[src/logic/phsf_pkg.sv]
// Package of constants and types for the prefetch hint and store fence block
package phsf_pkg;
   // ****************************************
   // Widths
   // ****************************************
   localparam int ADDR_W = 32;
   localparam int DATA_W = 64;
   localparam int CHUNK_BYTES = 32;
   localparam int CHUNK_LSB = $clog2(CHUNK_BYTES);
   localparam int SQ_DEPTH = 4;
   localparam int SQ_PTR_W = 2;
   localparam int SQ_CNT_W = 3;
   // ****************************************
   // Operation codes from issue
   // ****************************************
   localparam logic [2:0] OP_PF_ALL = 3'h0;
   localparam logic [2:0] OP_PF_T1 = 3'h1;
   localparam logic [2:0] OP_PF_T2 = 3'h2;
   localparam logic [2:0] OP_PF_NTA = 3'h3;
   localparam logic [2:0] OP_STORE = 3'h4;
   localparam logic [2:0] OP_STORE_NT = 3'h5;
   localparam logic [2:0] OP_BARRIER = 3'h6;
   localparam logic [2:0] OP_LOAD = 3'h7;
   // ****************************************
   // Fill level masks: bit0 first level, bit1 second level, bit2 outer
   // ****************************************
   localparam logic [2:0] LVL_ALL = 3'h7;
   localparam logic [2:0] LVL_L2_UP = 3'h6;
   localparam logic [2:0] LVL_NEAR = 3'h1;
   localparam logic [2:0] LVL_NONE = 3'h0;
   // ****************************************
   // Barrier state machine
   // ****************************************
   typedef enum logic [1:0] {
      PHSF_OPEN = 2'b01,
      PHSF_DRAIN = 2'b10
   } phsf_fence_e;
endpackage

[src/logic/phsf_sq_if.sv]
// Interface carrying store queue requests and memory drain handshake
`timescale 1ns/10ps
interface phsf_sq_if;
   logic push_valid;
   logic push_ready;
   logic [phsf_pkg::ADDR_W-1:0] push_addr;
   logic [phsf_pkg::DATA_W-1:0] push_data;
   logic push_nt;
   logic mem_valid;
   logic mem_ready;
   logic [phsf_pkg::ADDR_W-1:0] mem_addr;
   logic [phsf_pkg::DATA_W-1:0] mem_data;
   logic mem_nt;
   logic [phsf_pkg::SQ_CNT_W-1:0] pending;
   modport queue (input push_valid, push_addr, push_data, push_nt,
      output push_ready, input mem_ready,
      output mem_valid, mem_addr, mem_data, mem_nt, pending);
   modport ctrl (output push_valid, push_addr, push_data, push_nt,
      input push_ready, output mem_ready,
      input mem_valid, mem_addr, mem_data, mem_nt, pending);
endinterface

[src/logic/phsf_top.sv]
// Prefetch hint execution and store ordering barrier
`timescale 1ns/10ps
// Operation
// RL1: Prefetch requests aligned 32-byte chunk holding byte
// RL2: Level one nearest, hint selects fill level
// RL3: All-levels hint fills every cache level
// RL4: Second-tier hints fill level two upward only
// RL5: Non-temporal hint fills near, minimal displacement
// RL6: Non-temporal lines keep pollution-limiting marking
// RL7: Closer-level hit suppresses fill entirely
// RL8: Prefetch changes no architectural result
// RL9: Older stores visible before younger stores
// RL10: Non-temporal stores write-combine, never allocate
// RL11: Barrier never holds loads
module phsf_top (
   // Clock and reset
   input wire logic clock,
   input wire logic nrst,
   // Issue stage
   input wire logic issue_valid,
   output logic issue_ready,
   input wire logic [2:0] issue_op,
   input wire logic [phsf_pkg::ADDR_W-1:0] issue_addr,
   input wire logic [phsf_pkg::DATA_W-1:0] issue_data,
   // Cache presence lookup, same cycle as issue
   input wire logic [2:0] hit_levels,
   // Prefetch fill request to cache hierarchy
   output logic pf_valid,
   input wire logic pf_ready,
   output logic [phsf_pkg::ADDR_W-1:0] pf_addr,
   output logic [2:0] pf_levels,
   output logic pf_nt,
   // Load pass-through
   output logic ld_valid,
   output logic [phsf_pkg::ADDR_W-1:0] ld_addr,
   // Store path to memory
   output logic st_valid,
   input wire logic st_ready,
   output logic [phsf_pkg::ADDR_W-1:0] st_addr,
   output logic [phsf_pkg::DATA_W-1:0] st_data,
   output logic st_wc,
   output logic st_no_alloc,
   input wire logic st_visible,
   // Status
   output logic fence_busy
);
   // ****************************************
   // Helpers
   // ****************************************
   function automatic logic [phsf_pkg::ADDR_W-1:0] chunk_base(
      input logic [phsf_pkg::ADDR_W-1:0] a);
      chunk_base = {a[phsf_pkg::ADDR_W-1:phsf_pkg::CHUNK_LSB],
         {phsf_pkg::CHUNK_LSB{1'b0}}};
   endfunction

   function automatic logic [2:0] hint_levels(input logic [2:0] op);
      case (op)
         phsf_pkg::OP_PF_ALL: hint_levels = phsf_pkg::LVL_ALL;
         phsf_pkg::OP_PF_T1: hint_levels = phsf_pkg::LVL_L2_UP;
         phsf_pkg::OP_PF_T2: hint_levels = phsf_pkg::LVL_L2_UP;
         phsf_pkg::OP_PF_NTA: hint_levels = phsf_pkg::LVL_NEAR;
         default: hint_levels = phsf_pkg::LVL_NONE;
      endcase
   endfunction

   // Lowest set bit of the target mask is the nearest hinted level
   function automatic logic closer_hit(input logic [2:0] tgt,
      input logic [2:0] hit);
      logic r;
      r = 1'b0;
      if (tgt[2] && !tgt[1] && !tgt[0] && (hit[1] || hit[0]))
         r = 1'b1;
      if (tgt[1] && !tgt[0] && hit[0])
         r = 1'b1;
      if (tgt[0] && hit[0])
         r = 1'b1;
      closer_hit = r;
   endfunction

   // ****************************************
   // Decode
   // ****************************************
   logic is_pf, is_st, is_bar, is_ld, pf_skip;
   logic [2:0] tgt;
   phsf_sq_if sq ();
   logic [phsf_pkg::SQ_CNT_W-1:0] sent_reg, sent_next;
   phsf_pkg::phsf_fence_e fence_reg, fence_next;
   logic pf_valid_reg, pf_valid_next, pf_nt_reg, pf_nt_next;
   logic [phsf_pkg::ADDR_W-1:0] pf_addr_reg, pf_addr_next;
   logic [2:0] pf_lvl_reg, pf_lvl_next;
   logic ld_valid_reg, ld_valid_next;
   logic [phsf_pkg::ADDR_W-1:0] ld_addr_reg, ld_addr_next;
   logic st_block, accept;

   assign tgt = hint_levels(issue_op);
   assign is_pf = issue_valid && !issue_op[2];
   assign is_st = issue_valid && (issue_op == phsf_pkg::OP_STORE ||
      issue_op == phsf_pkg::OP_STORE_NT);
   assign is_bar = issue_valid && issue_op == phsf_pkg::OP_BARRIER;
   assign is_ld = issue_valid && issue_op == phsf_pkg::OP_LOAD;
   assign pf_skip = closer_hit(tgt, hit_levels); // RL7

   // Younger stores wait while the barrier drains; loads never wait
   assign st_block = (fence_reg == phsf_pkg::PHSF_DRAIN); // RL9

   always_comb begin
      issue_ready = 1'b1; // RL11
      if (is_st)
         issue_ready = !st_block && sq.push_ready; // RL9
      else if (is_pf)
         issue_ready = !pf_valid_reg || pf_ready;
      else if (is_bar)
         issue_ready = !st_block;
   end
   assign accept = issue_valid && issue_ready;

   // ****************************************
   // Store queue and visibility tracking
   // ****************************************
   assign sq.push_valid = is_st && !st_block;
   assign sq.push_addr = issue_addr;
   assign sq.push_data = issue_data;
   assign sq.push_nt = issue_op == phsf_pkg::OP_STORE_NT;
   assign sq.mem_ready = st_ready;

   phsf_store_queue u_sq (
      .clock(clock),
      .nrst(nrst),
      .sq(sq.queue)
   );

   assign st_valid = sq.mem_valid;
   assign st_addr = sq.mem_addr;
   assign st_data = sq.mem_data;
   assign st_wc = sq.mem_nt; // RL10
   assign st_no_alloc = sq.mem_nt; // RL10

   // Sent but not yet acknowledged visible; nt stores may retire unordered
   always_comb begin
      sent_next = sent_reg + 3'(st_valid && st_ready) - 3'(st_visible);
      fence_next = fence_reg;
      case (fence_reg)
         phsf_pkg::PHSF_OPEN:
            if (is_bar)
               fence_next = phsf_pkg::PHSF_DRAIN; // RL9
         phsf_pkg::PHSF_DRAIN:
            if (sq.pending == 3'h0 && sent_reg == 3'h0)
               fence_next = phsf_pkg::PHSF_OPEN; // RL9
         default: fence_next = phsf_pkg::PHSF_OPEN;
      endcase
   end
   assign fence_busy = st_block;

   // ****************************************
   // Prefetch and load outputs
   // ****************************************
   always_comb begin
      pf_valid_next = pf_valid_reg && !pf_ready;
      pf_addr_next = pf_addr_reg;
      pf_lvl_next = pf_lvl_reg;
      pf_nt_next = pf_nt_reg;
      if (is_pf && accept && !pf_skip) begin
         pf_valid_next = 1'b1;
         pf_addr_next = chunk_base(issue_addr); // RL1
         pf_lvl_next = tgt; // RL2 RL3 RL4 RL5
         pf_nt_next = issue_op == phsf_pkg::OP_PF_NTA; // RL6
      end
      ld_valid_next = is_ld; // RL11
      ld_addr_next = is_ld ? issue_addr : ld_addr_reg;
   end

   always_ff @(posedge clock or negedge nrst) begin
      if (!nrst) begin
         fence_reg <= phsf_pkg::PHSF_OPEN;
         sent_reg <= 3'h0;
         pf_valid_reg <= 1'b0;
         pf_addr_reg <= 32'h0000_0000;
         pf_lvl_reg <= 3'h0;
         pf_nt_reg <= 1'b0;
         ld_valid_reg <= 1'b0;
         ld_addr_reg <= 32'h0000_0000;
      end else begin
         fence_reg <= fence_next;
         sent_reg <= sent_next;
         pf_valid_reg <= pf_valid_next;
         pf_addr_reg <= pf_addr_next;
         pf_lvl_reg <= pf_lvl_next;
         pf_nt_reg <= pf_nt_next;
         ld_valid_reg <= ld_valid_next;
         ld_addr_reg <= ld_addr_next;
      end
   end

   // Prefetch path has no write port into any data state
   assign pf_valid = pf_valid_reg; // RL8
   assign pf_addr = pf_addr_reg;
   assign pf_levels = pf_lvl_reg;
   assign pf_nt = pf_nt_reg;
   assign ld_valid = ld_valid_reg;
   assign ld_addr = ld_addr_reg;

   // ****************************************
   // Checks
   // ****************************************
   property p_align;
      @(posedge clock) disable iff (!nrst)
      pf_valid |-> pf_addr[4:0] == 5'h00;
   endproperty
   a_align: assert property (p_align) else $error("Chunk misaligned"); // RL1

   property p_lvl_all;
      @(posedge clock) disable iff (!nrst)
      (accept && issue_op == phsf_pkg::OP_PF_ALL && !pf_skip)
         |=> pf_valid && pf_levels == 3'h7;
   endproperty
   a_lvl_all: assert property (p_lvl_all) else $error("All-level fill"); // RL3

   property p_lvl_t;
      @(posedge clock) disable iff (!nrst)
      (accept && (issue_op == phsf_pkg::OP_PF_T1 ||
         issue_op == phsf_pkg::OP_PF_T2) && !pf_skip)
         |=> pf_valid && pf_levels == 3'h6;
   endproperty
   a_lvl_t: assert property (p_lvl_t) else $error("Tier two fill"); // RL4

   property p_nta;
      @(posedge clock) disable iff (!nrst)
      (accept && issue_op == phsf_pkg::OP_PF_NTA && !pf_skip)
         |=> pf_nt && pf_levels == 3'h1;
   endproperty
   a_nta: assert property (p_nta) else $error("Non-temporal fill"); // RL5

   property p_skip;
      @(posedge clock) disable iff (!nrst)
      (is_pf && accept && pf_skip && !pf_valid) |=> !pf_valid;
   endproperty
   a_skip: assert property (p_skip) else $error("Fill despite hit"); // RL7

   property p_hold;
      @(posedge clock) disable iff (!nrst)
      (fence_busy && (sq.pending != 3'h0 || sent_reg != 3'h0))
         |-> !sq.push_valid ##1 fence_busy;
   endproperty
   a_hold: assert property (p_hold) else $error("Store passed barrier"); // RL9

   property p_wc;
      @(posedge clock) disable iff (!nrst)
      (accept && issue_op == phsf_pkg::OP_STORE_NT && sq.pending == 3'h0)
         |=> st_valid && st_wc && st_no_alloc;
   endproperty
   a_wc: assert property (p_wc) else $error("WC store allocates"); // RL10

   property p_load;
      @(posedge clock) disable iff (!nrst)
      (is_ld && fence_busy) |-> issue_ready ##1 ld_valid;
   endproperty
   a_load: assert property (p_load) else $error("Load held"); // RL11
endmodule // phsf_top

[src/logic/phsf_store_queue.sv]
// Store queue holding stores in order until memory accepts them on the ready handshake
`timescale 1ns/10ps
module phsf_store_queue (
   // Clock and reset
   input wire logic clock,
   input wire logic nrst,
   // Queue side
   phsf_sq_if.queue sq
);
   logic [phsf_pkg::ADDR_W-1:0] addr_mem [phsf_pkg::SQ_DEPTH];
   logic [phsf_pkg::DATA_W-1:0] data_mem [phsf_pkg::SQ_DEPTH];
   logic nt_mem [phsf_pkg::SQ_DEPTH];
   logic [phsf_pkg::SQ_PTR_W-1:0] wr_reg, wr_next, rd_reg, rd_next;
   logic [phsf_pkg::SQ_CNT_W-1:0] cnt_reg, cnt_next;
   logic push, pop;

   always_comb begin
      sq.push_ready = (cnt_reg != 3'(phsf_pkg::SQ_DEPTH));
      sq.mem_valid = (cnt_reg != 3'h0);
      sq.mem_addr = addr_mem[rd_reg];
      sq.mem_data = data_mem[rd_reg];
      sq.mem_nt = nt_mem[rd_reg];
      sq.pending = cnt_reg;
      push = sq.push_valid && sq.push_ready;
      pop = sq.mem_valid && sq.mem_ready;
      wr_next = push ? wr_reg + 2'h1 : wr_reg;
      rd_next = pop ? rd_reg + 2'h1 : rd_reg;
      cnt_next = cnt_reg + 3'(push) - 3'(pop);
   end

   always_ff @(posedge clock or negedge nrst) begin
      if (!nrst) begin
         wr_reg <= 2'h0;
         rd_reg <= 2'h0;
         cnt_reg <= 3'h0;
      end else begin
         wr_reg <= wr_next;
         rd_reg <= rd_next;
         cnt_reg <= cnt_next;
      end
   end

   // Storage has no reset; entries are only read while counted valid
   always_ff @(posedge clock) begin
      if (push) begin
         addr_mem[wr_reg] <= sq.push_addr;
         data_mem[wr_reg] <= sq.push_data;
         nt_mem[wr_reg] <= sq.push_nt;
      end
   end
endmodule // phsf_store_queue

[config.mk]
export PLATFORM = sky130hd
export DESIGN_NAME = phsf_top
export DESIGN_NICKNAME = d
export VERILOG_FILES = /design/src/logic/phsf_pkg.sv /design/src/logic/phsf_sq_if.sv /design/src/logic/phsf_top.sv /design/src/logic/phsf_store_queue.sv
export SDC_FILE = /design/constraint.sdc
export NUM_CORES = 1
export LEC_CHECK = 0
export BUFFER_PORTS_ARGS = -buffer_cell sky130_fd_sc_hd__buf_4
export CAP_MARGIN = 20
export CELL_PAD_IN_SITES_DETAIL_PLACEMENT = 0
export CELL_PAD_IN_SITES_GLOBAL_PLACEMENT = 2
export CORE_AREA = 5 5 258 185
export CTS_CLUSTER_SIZE = 10
export DETAILED_ROUTE_END_ITERATION = 10
export DIE_AREA = 0 0 263 190
export PLACE_DENSITY = 0.84
export SYNTH_ARGS = -nofsm -noshare
export SYNTH_HDL_FRONTEND = slang
export SYNTH_HIERARCHICAL = 1
export SYNTH_SLANG_ARGS = --single-unit
[constraint.sdc]
create_clock -name clock -period 3.8 [get_ports clock]
set_input_delay 0.76 -clock clock [delete_from_list [all_inputs] [get_ports clock]]
set_output_delay 0.76 -clock clock [all_outputs]
set_load 0.01 [all_outputs]
Word level (Yosys, flattened, before mapping)
Memory sizes are Yosys's and may differ from the RTL's.
Cells that the tools add are included.
Widths: inputs -> output; s select.
{ "word_totals": {"elab_cells": 80, "mem_count": 3, "ramBits": 388, "register_bits": 77, "inputBits": 108} }
{ "classes": {"reduce_logical": 35, "muxes": 13, "n_eq_ne": 12, "n_addsub": 6} }
{ "memory_table": {"columns": ["name", "words", "width", "rd", "rd_ports_with_merged_regs", "wr", "line", "text"], "rows": [
  ["u_sq.data_mem", 4, 64, 1, 0, 1, "phsf_store_queue.sv:11", "logic [phsf_pkg::DATA_W-1:0] data_mem [phsf_pkg::SQ_DEPTH];"],
  ["u_sq.addr_mem", 4, 32, 1, 0, 1, "phsf_store_queue.sv:10", "logic [phsf_pkg::ADDR_W-1:0] addr_mem [phsf_pkg::SQ_DEPTH];"],
  ["u_sq.nt_mem", 4, 1, 1, 0, 1, "phsf_store_queue.sv:12", "logic nt_mem [phsf_pkg::SQ_DEPTH];"]
]} }
{ "op_table": {"columns": ["cell", "count"], "rows": [
  ["$logic_and 1x1->1", 19],
  ["$eq 3x3->1 const B", 4],
  ["$logic_not 3->1", 3],
  ["$mux 1", 9],
  ["$pmux 3 s3", 1],
  ["$logic_not 1->1", 7],
  ["$add 3x1->3", 2],
  ["$eq 3x2->1 const B", 2],
  ["$sub 3x1->3", 2],
  ["$add 2x1->2 const B", 2],
  ["$mux 2", 2],
  ["$pmux 2 s2", 1],
  ["$eq 3x1->1 const B", 1],
  ["$logic_or 1x1->1", 3],
  ["$ne 3x3->1 const B", 1],
  ["$reduce_bool 3->1", 1],
  ["$eq 2x1->1 const B", 1],
  ["$eq 2x2->1 const B", 1],
  ["$ne 2x1->1 const B", 1],
  ["$ne 2x2->1 const B", 1],
  ["$reduce_and 2->1", 1],
  ["$reduce_or 2->1", 1]
]} }

Depth between registers and ports, before layout
{ "logic_depth": {"ltp_word": 13, "depth_mapped": 10, "depth_no_buf": 10} }

Cells and area by module
The synthesis kept the hierarchy.
{ "by_module_without_submodules": {"columns": ["mod", "area_per_inst_um2", "cells_each", "n_inst"], "rows": [
  ["phsf_store_queue", 14428.8, 548, 1],
  ["phsf_top", 2867.8, 179, 1]
]} }

Worst setup path after synthesis
Ideal clock, no wire load.
{ "synth_path": {"path_kind": "input port to flip-flop", "from": "input issue_op[1]", "to": "memory u_sq/addr_mem[0][0] in the netlist's numbering (enable)", "path_stages": 3, "arrival_time_ns": 3.752, "path_buffers": 1, "setup_slack_ns": -0.419, "required_time_ns": 3.333, "path_cell_list": "buf_2 nor3_1 and3b_1"} }
{ "synth_between": {"elab_chain_len": 7, "elab_cells_between_ends": 8, "cone_classes": "2 x eq/ne; 2 x mux; 4 x reduce/logical"} }
{ "synth_rtl": {"columns": ["element", "line", "text"], "rows": [
  ["start, declared", "phsf_top.sv:22", "input wire logic [2:0] issue_op,"],
  ["$eq 3x3->1 (on tied branches)", "phsf_top.sv:97, phsf_top.sv:98", null],
  ["$logic_or 1x1->1 (*)", "phsf_top.sv:97", "assign is_st = issue_valid && (issue_op == phsf_pkg::OP_STORE ||"],
  ["$logic_and 1x1->1 (*)", "phsf_top.sv:97", null],
  ["$logic_and 1x1->1 (*)", "phsf_top.sv:120", "assign sq.push_valid = is_st && !st_block;"],
  ["net sq.push_valid", "phsf_sq_if.sv:4", "logic push_valid;"],
  ["$logic_and 1x1->1 (*)", "phsf_store_queue.sv:24", "push = sq.push_valid && sq.push_ready;"],
  ["$mux 1 (*)", "phsf_store_queue.sv:45", "if (push) begin"],
  ["$mux 1 (not written as such) (*)", "phsf_store_queue.sv:46", "addr_mem[wr_reg] <= sq.push_addr;"],
  ["end, declared", "phsf_store_queue.sv:10", null]
]} }
The timed path passes the listed nets; every way through them passes the cells marked *.

Worst setup path after layout
{ "layout_path": {"from": "register u_sq/rd_reg[0] in the netlist's numbering", "to": "output st_data[1] in the netlist's numbering"} }
{ "layout_between": {"elab_chain_len": 1} }
{ "layout_rtl": {"columns": ["element", "line", "text"], "rows": [
  ["start, declared", "phsf_store_queue.sv:13", "logic [phsf_pkg::SQ_PTR_W-1:0] wr_reg, wr_next, rd_reg, rd_next;"],
  ["start signal, assigned", "phsf_store_queue.sv:38", "rd_reg <= rd_next;"],
  ["$mem_v2 4x64", null, null],
  ["end, declared", "phsf_top.sv:40", "output logic [phsf_pkg::DATA_W-1:0] st_data,"]
]} }
No other way between the ends.

==> run summary <==
Num CTS Buffers: 53
Met1 GRT Util: 0.192
Top-area cell type share of the netlist area: 0.674
Core Area: 45300 µm²
#FFs+latches synth: 464
Relative slew margins: 0.341
Most common library cells after synthesis: edfxtp_1 (388), mux4_2 (97), dfrtp_1 (75)
Largest net degree at the start of global routing: 77
Syn avg cell area: 23.8 µm²
Post-DP HPWL: 21500 µm
Skew final: 0.0133 ns
Status: completed
Post-route ant nets: 0
Largest family of logic cells by synthesized area: multiplexers
Post-synth EDFFs: 388
DR iter-0 viols: 528
Final Hold Fails: 0
Fin cells: 1697
CP Capture Type: output port
Drt total wl: 34900 µm
Max Cap Viol: 0
Critical setup path kind: reg -> out
Drt pass-1 iters: 4
Initial antenna violation count: 0
PD cells: 684 nW/µm²
Global-route wire length before repair: 53900 µm
Clk pin slew, worst setup/hold paths: 0.05 ns
FILL cells: 3726
Busiest layer in global routing: met2
Max reg flops: 256
Crit path time final: 3.17 ns
Most frequent cell after synthesis: edfxtp_1
Max Slew Vio Count: 0
Area Overhead vs Synth: 25.8%
Area fraction in compound gates after synthesis: 0.00398
Initial Util: 0.382
Post-CTS Setup Inserts: 0
Max clock buf depth: 3
CP Max Fanout: 28
Primary FF master, synth: edfxtp_1
Finish-stage setup viols: 0
Clk_lat worst skew: 0.56 ns
Nets@finish: 1158
DR vias: 8155
Register Area: 13600 µm²
Worst hold path type: in -> async
Multi-input logic area: 3490 µm²
RD Place Congestion: 0.706
Global Route met3 Usage: 0.0427
Post-Synth Adder-Cell Area: 0.00810
GR Overflow Total: 0
CTS Root Cell: clkbuf_16
Leading area contributor after synthesis: edfxtp_1
R2R setup slack: 1.37 ns
Gr usage total: 0.138
Die Wd: 263 µm
CP Launch Type: flip-flop
Synthesized cell area: 17300 µm²
Unrepaired setup endpoints after global routing: no
Vias/cell: 4.81
Drt drc: 0
Hold Buf Count CTS: 0
Post-synthesis mux area share: 0.173
DIE HEIGHT: 190 µm
Lkg Pwr: 7.90 nW
Tightest Pin Transition: 0.985 ns
Cells after DPL: 1596
Simple-gate portion of the synthesized area: 0.0112
Post-synthesis async set-or-reset flop share: 0.164
Unique masters post-synth: 39
CTS H-tree lvls: 2
Mapped Cells: 727
Wire per inst: 20.6 µm
Vias in the first global route: 8879
Final core utilization: 0.480
Ys Warns: 6
Final period util: 0.834
Num Clock Sinks: 464
Post-synthesis xor/xnor area fraction: 0.00354
Max Freq: 316 MHz
Port Buffers: 271
Fraction of layout cells with a size suffix above 1: 0.477
FP Rows: 66
CP Data Arrival Time: 2.41 ns
Worst VDD drop: 393 µV
CTS resizes: 0
IO Count: 279
Ranking of synthesized cells by area: edfxtp_1 (67%), mux4_2 (13%), dfrtp_1 (11%), mux2_4 (2.5%), mux2_2 (2.1%)
Required @ worst endpoint: 3.04 ns
GR Util met2: 0.219
Seq/Total Area, Yosys: 0.784
Reg2Reg Depth: 11
CTS tree: done
Die Footprint: 50000 µm²
Total negative slack: 0 ns
logic make-up (layout without fill, tap and decap cells):
logic type	after synthesis	in the layout
DFF	464	464
muxes	159	159
buffers and inverters	48	401
and+or+nand+nor	29	29
adders and majority gates	10	10
AOI/OAI and AO/OA	9	9
xor gates and xnor gates	7	7
other	1	6
cells in the final DEF (no fill, tap or decap), drive strengths merged, types with 2 or more instances in the layout:
| cell type | instances |
|---|---|
| fa | 2 |
| nand2b | 6 |
| mux2 | 61 |
| clkinv | 4 |
| clkbuf | 92 |
| inv | 15 |
| nand2 | 4 |
| edfxtp | 388 |
| ha | 8 |
| and3b | 5 |
| nand4bb | 2 |
| mux4 | 97 |
| xnor2 | 6 |
| conb | 5 |
| o21ai | 2 |
| o211ai | 2 |
| buf | 290 |
| dfrtp | 75 |
| nor2 | 3 |
cell type report:
type | instances | share of cell area
repair buffers | 290 | 0.108
clock inverters | 7 | 0.00265
diodes | 1 | 0.000115
well taps | 612 | 0.0352
multi-input cells | 219 | 0.160
flip-flops and latches | 464 | 0.624
clock buffers | 92 | 0.0682
inverters | 12 | 0.00207
layer usage:
metal | vias to the layer above | part of all wire
li1 | 3622 | -
met1 | 4274 | 0.45
met2 | 206 | 0.47
met3 | 53 | 0.066
met4 | 0 | 0.016
met5 | - | 0
metrics by stage:
stage | hold slack, ns | setup slack (ns) | cell area (µm²) | power [mW]
2_1_floorplan | 0.446 | 0.673 | 17300 | 8.66
3_3_place_gp | 0.463 | 1.14 | 20200 | 10.5
3_5_place_dp | 0.468 | 1.10 | 20200 | 10.6
4_1_cts | 0.351 | 0.536 | 21700 | 15.2
5_1_grt | 0.198 | 0.466 | 21700 | 15.7
6_report | 0.174 | 0.633 | 21800 | 14.9
where the power goes:
part | switching [mW] | internal (mW) | leakage [nW]
sequential | 0.278 | 5.98 | 4.41
combinational | 1.87 | 2.25 | 2.75
clock | 1.88 | 2.64 | 0.740
total | 4.02 | 10.9 | 7.90
final timing paths:
check | startpoint | to
max | u_sq/rd_reg[0]$_DFFE_PN0P_ | st_data[1]
min | nrst | pf_levels[0]$_DFFE_PN0P_
max reg2reg | fence_reg[0]$_DFFE_PN1P_ | u_sq/sq.pending[2]$_DFF_PN0_
min reg2reg | sent_reg[2]$_DFF_PN0_ | sent_reg[2]$_DFF_PN0_
max in group asynchronous | nrst | fence_reg[0]$_DFFE_PN1P_
min in group clock | issue_data[21] | u_sq/data_mem[1][21]$_DFFE_PP_
worst max-delay path, stage by stage, from the launching register on:
cell,delay (ns)
dfrtp_4,0.75
buf_12,0.32
mux4_2,0.57
buf_4,0.17
No activity file was read; power rests on OpenSTA's default activity.
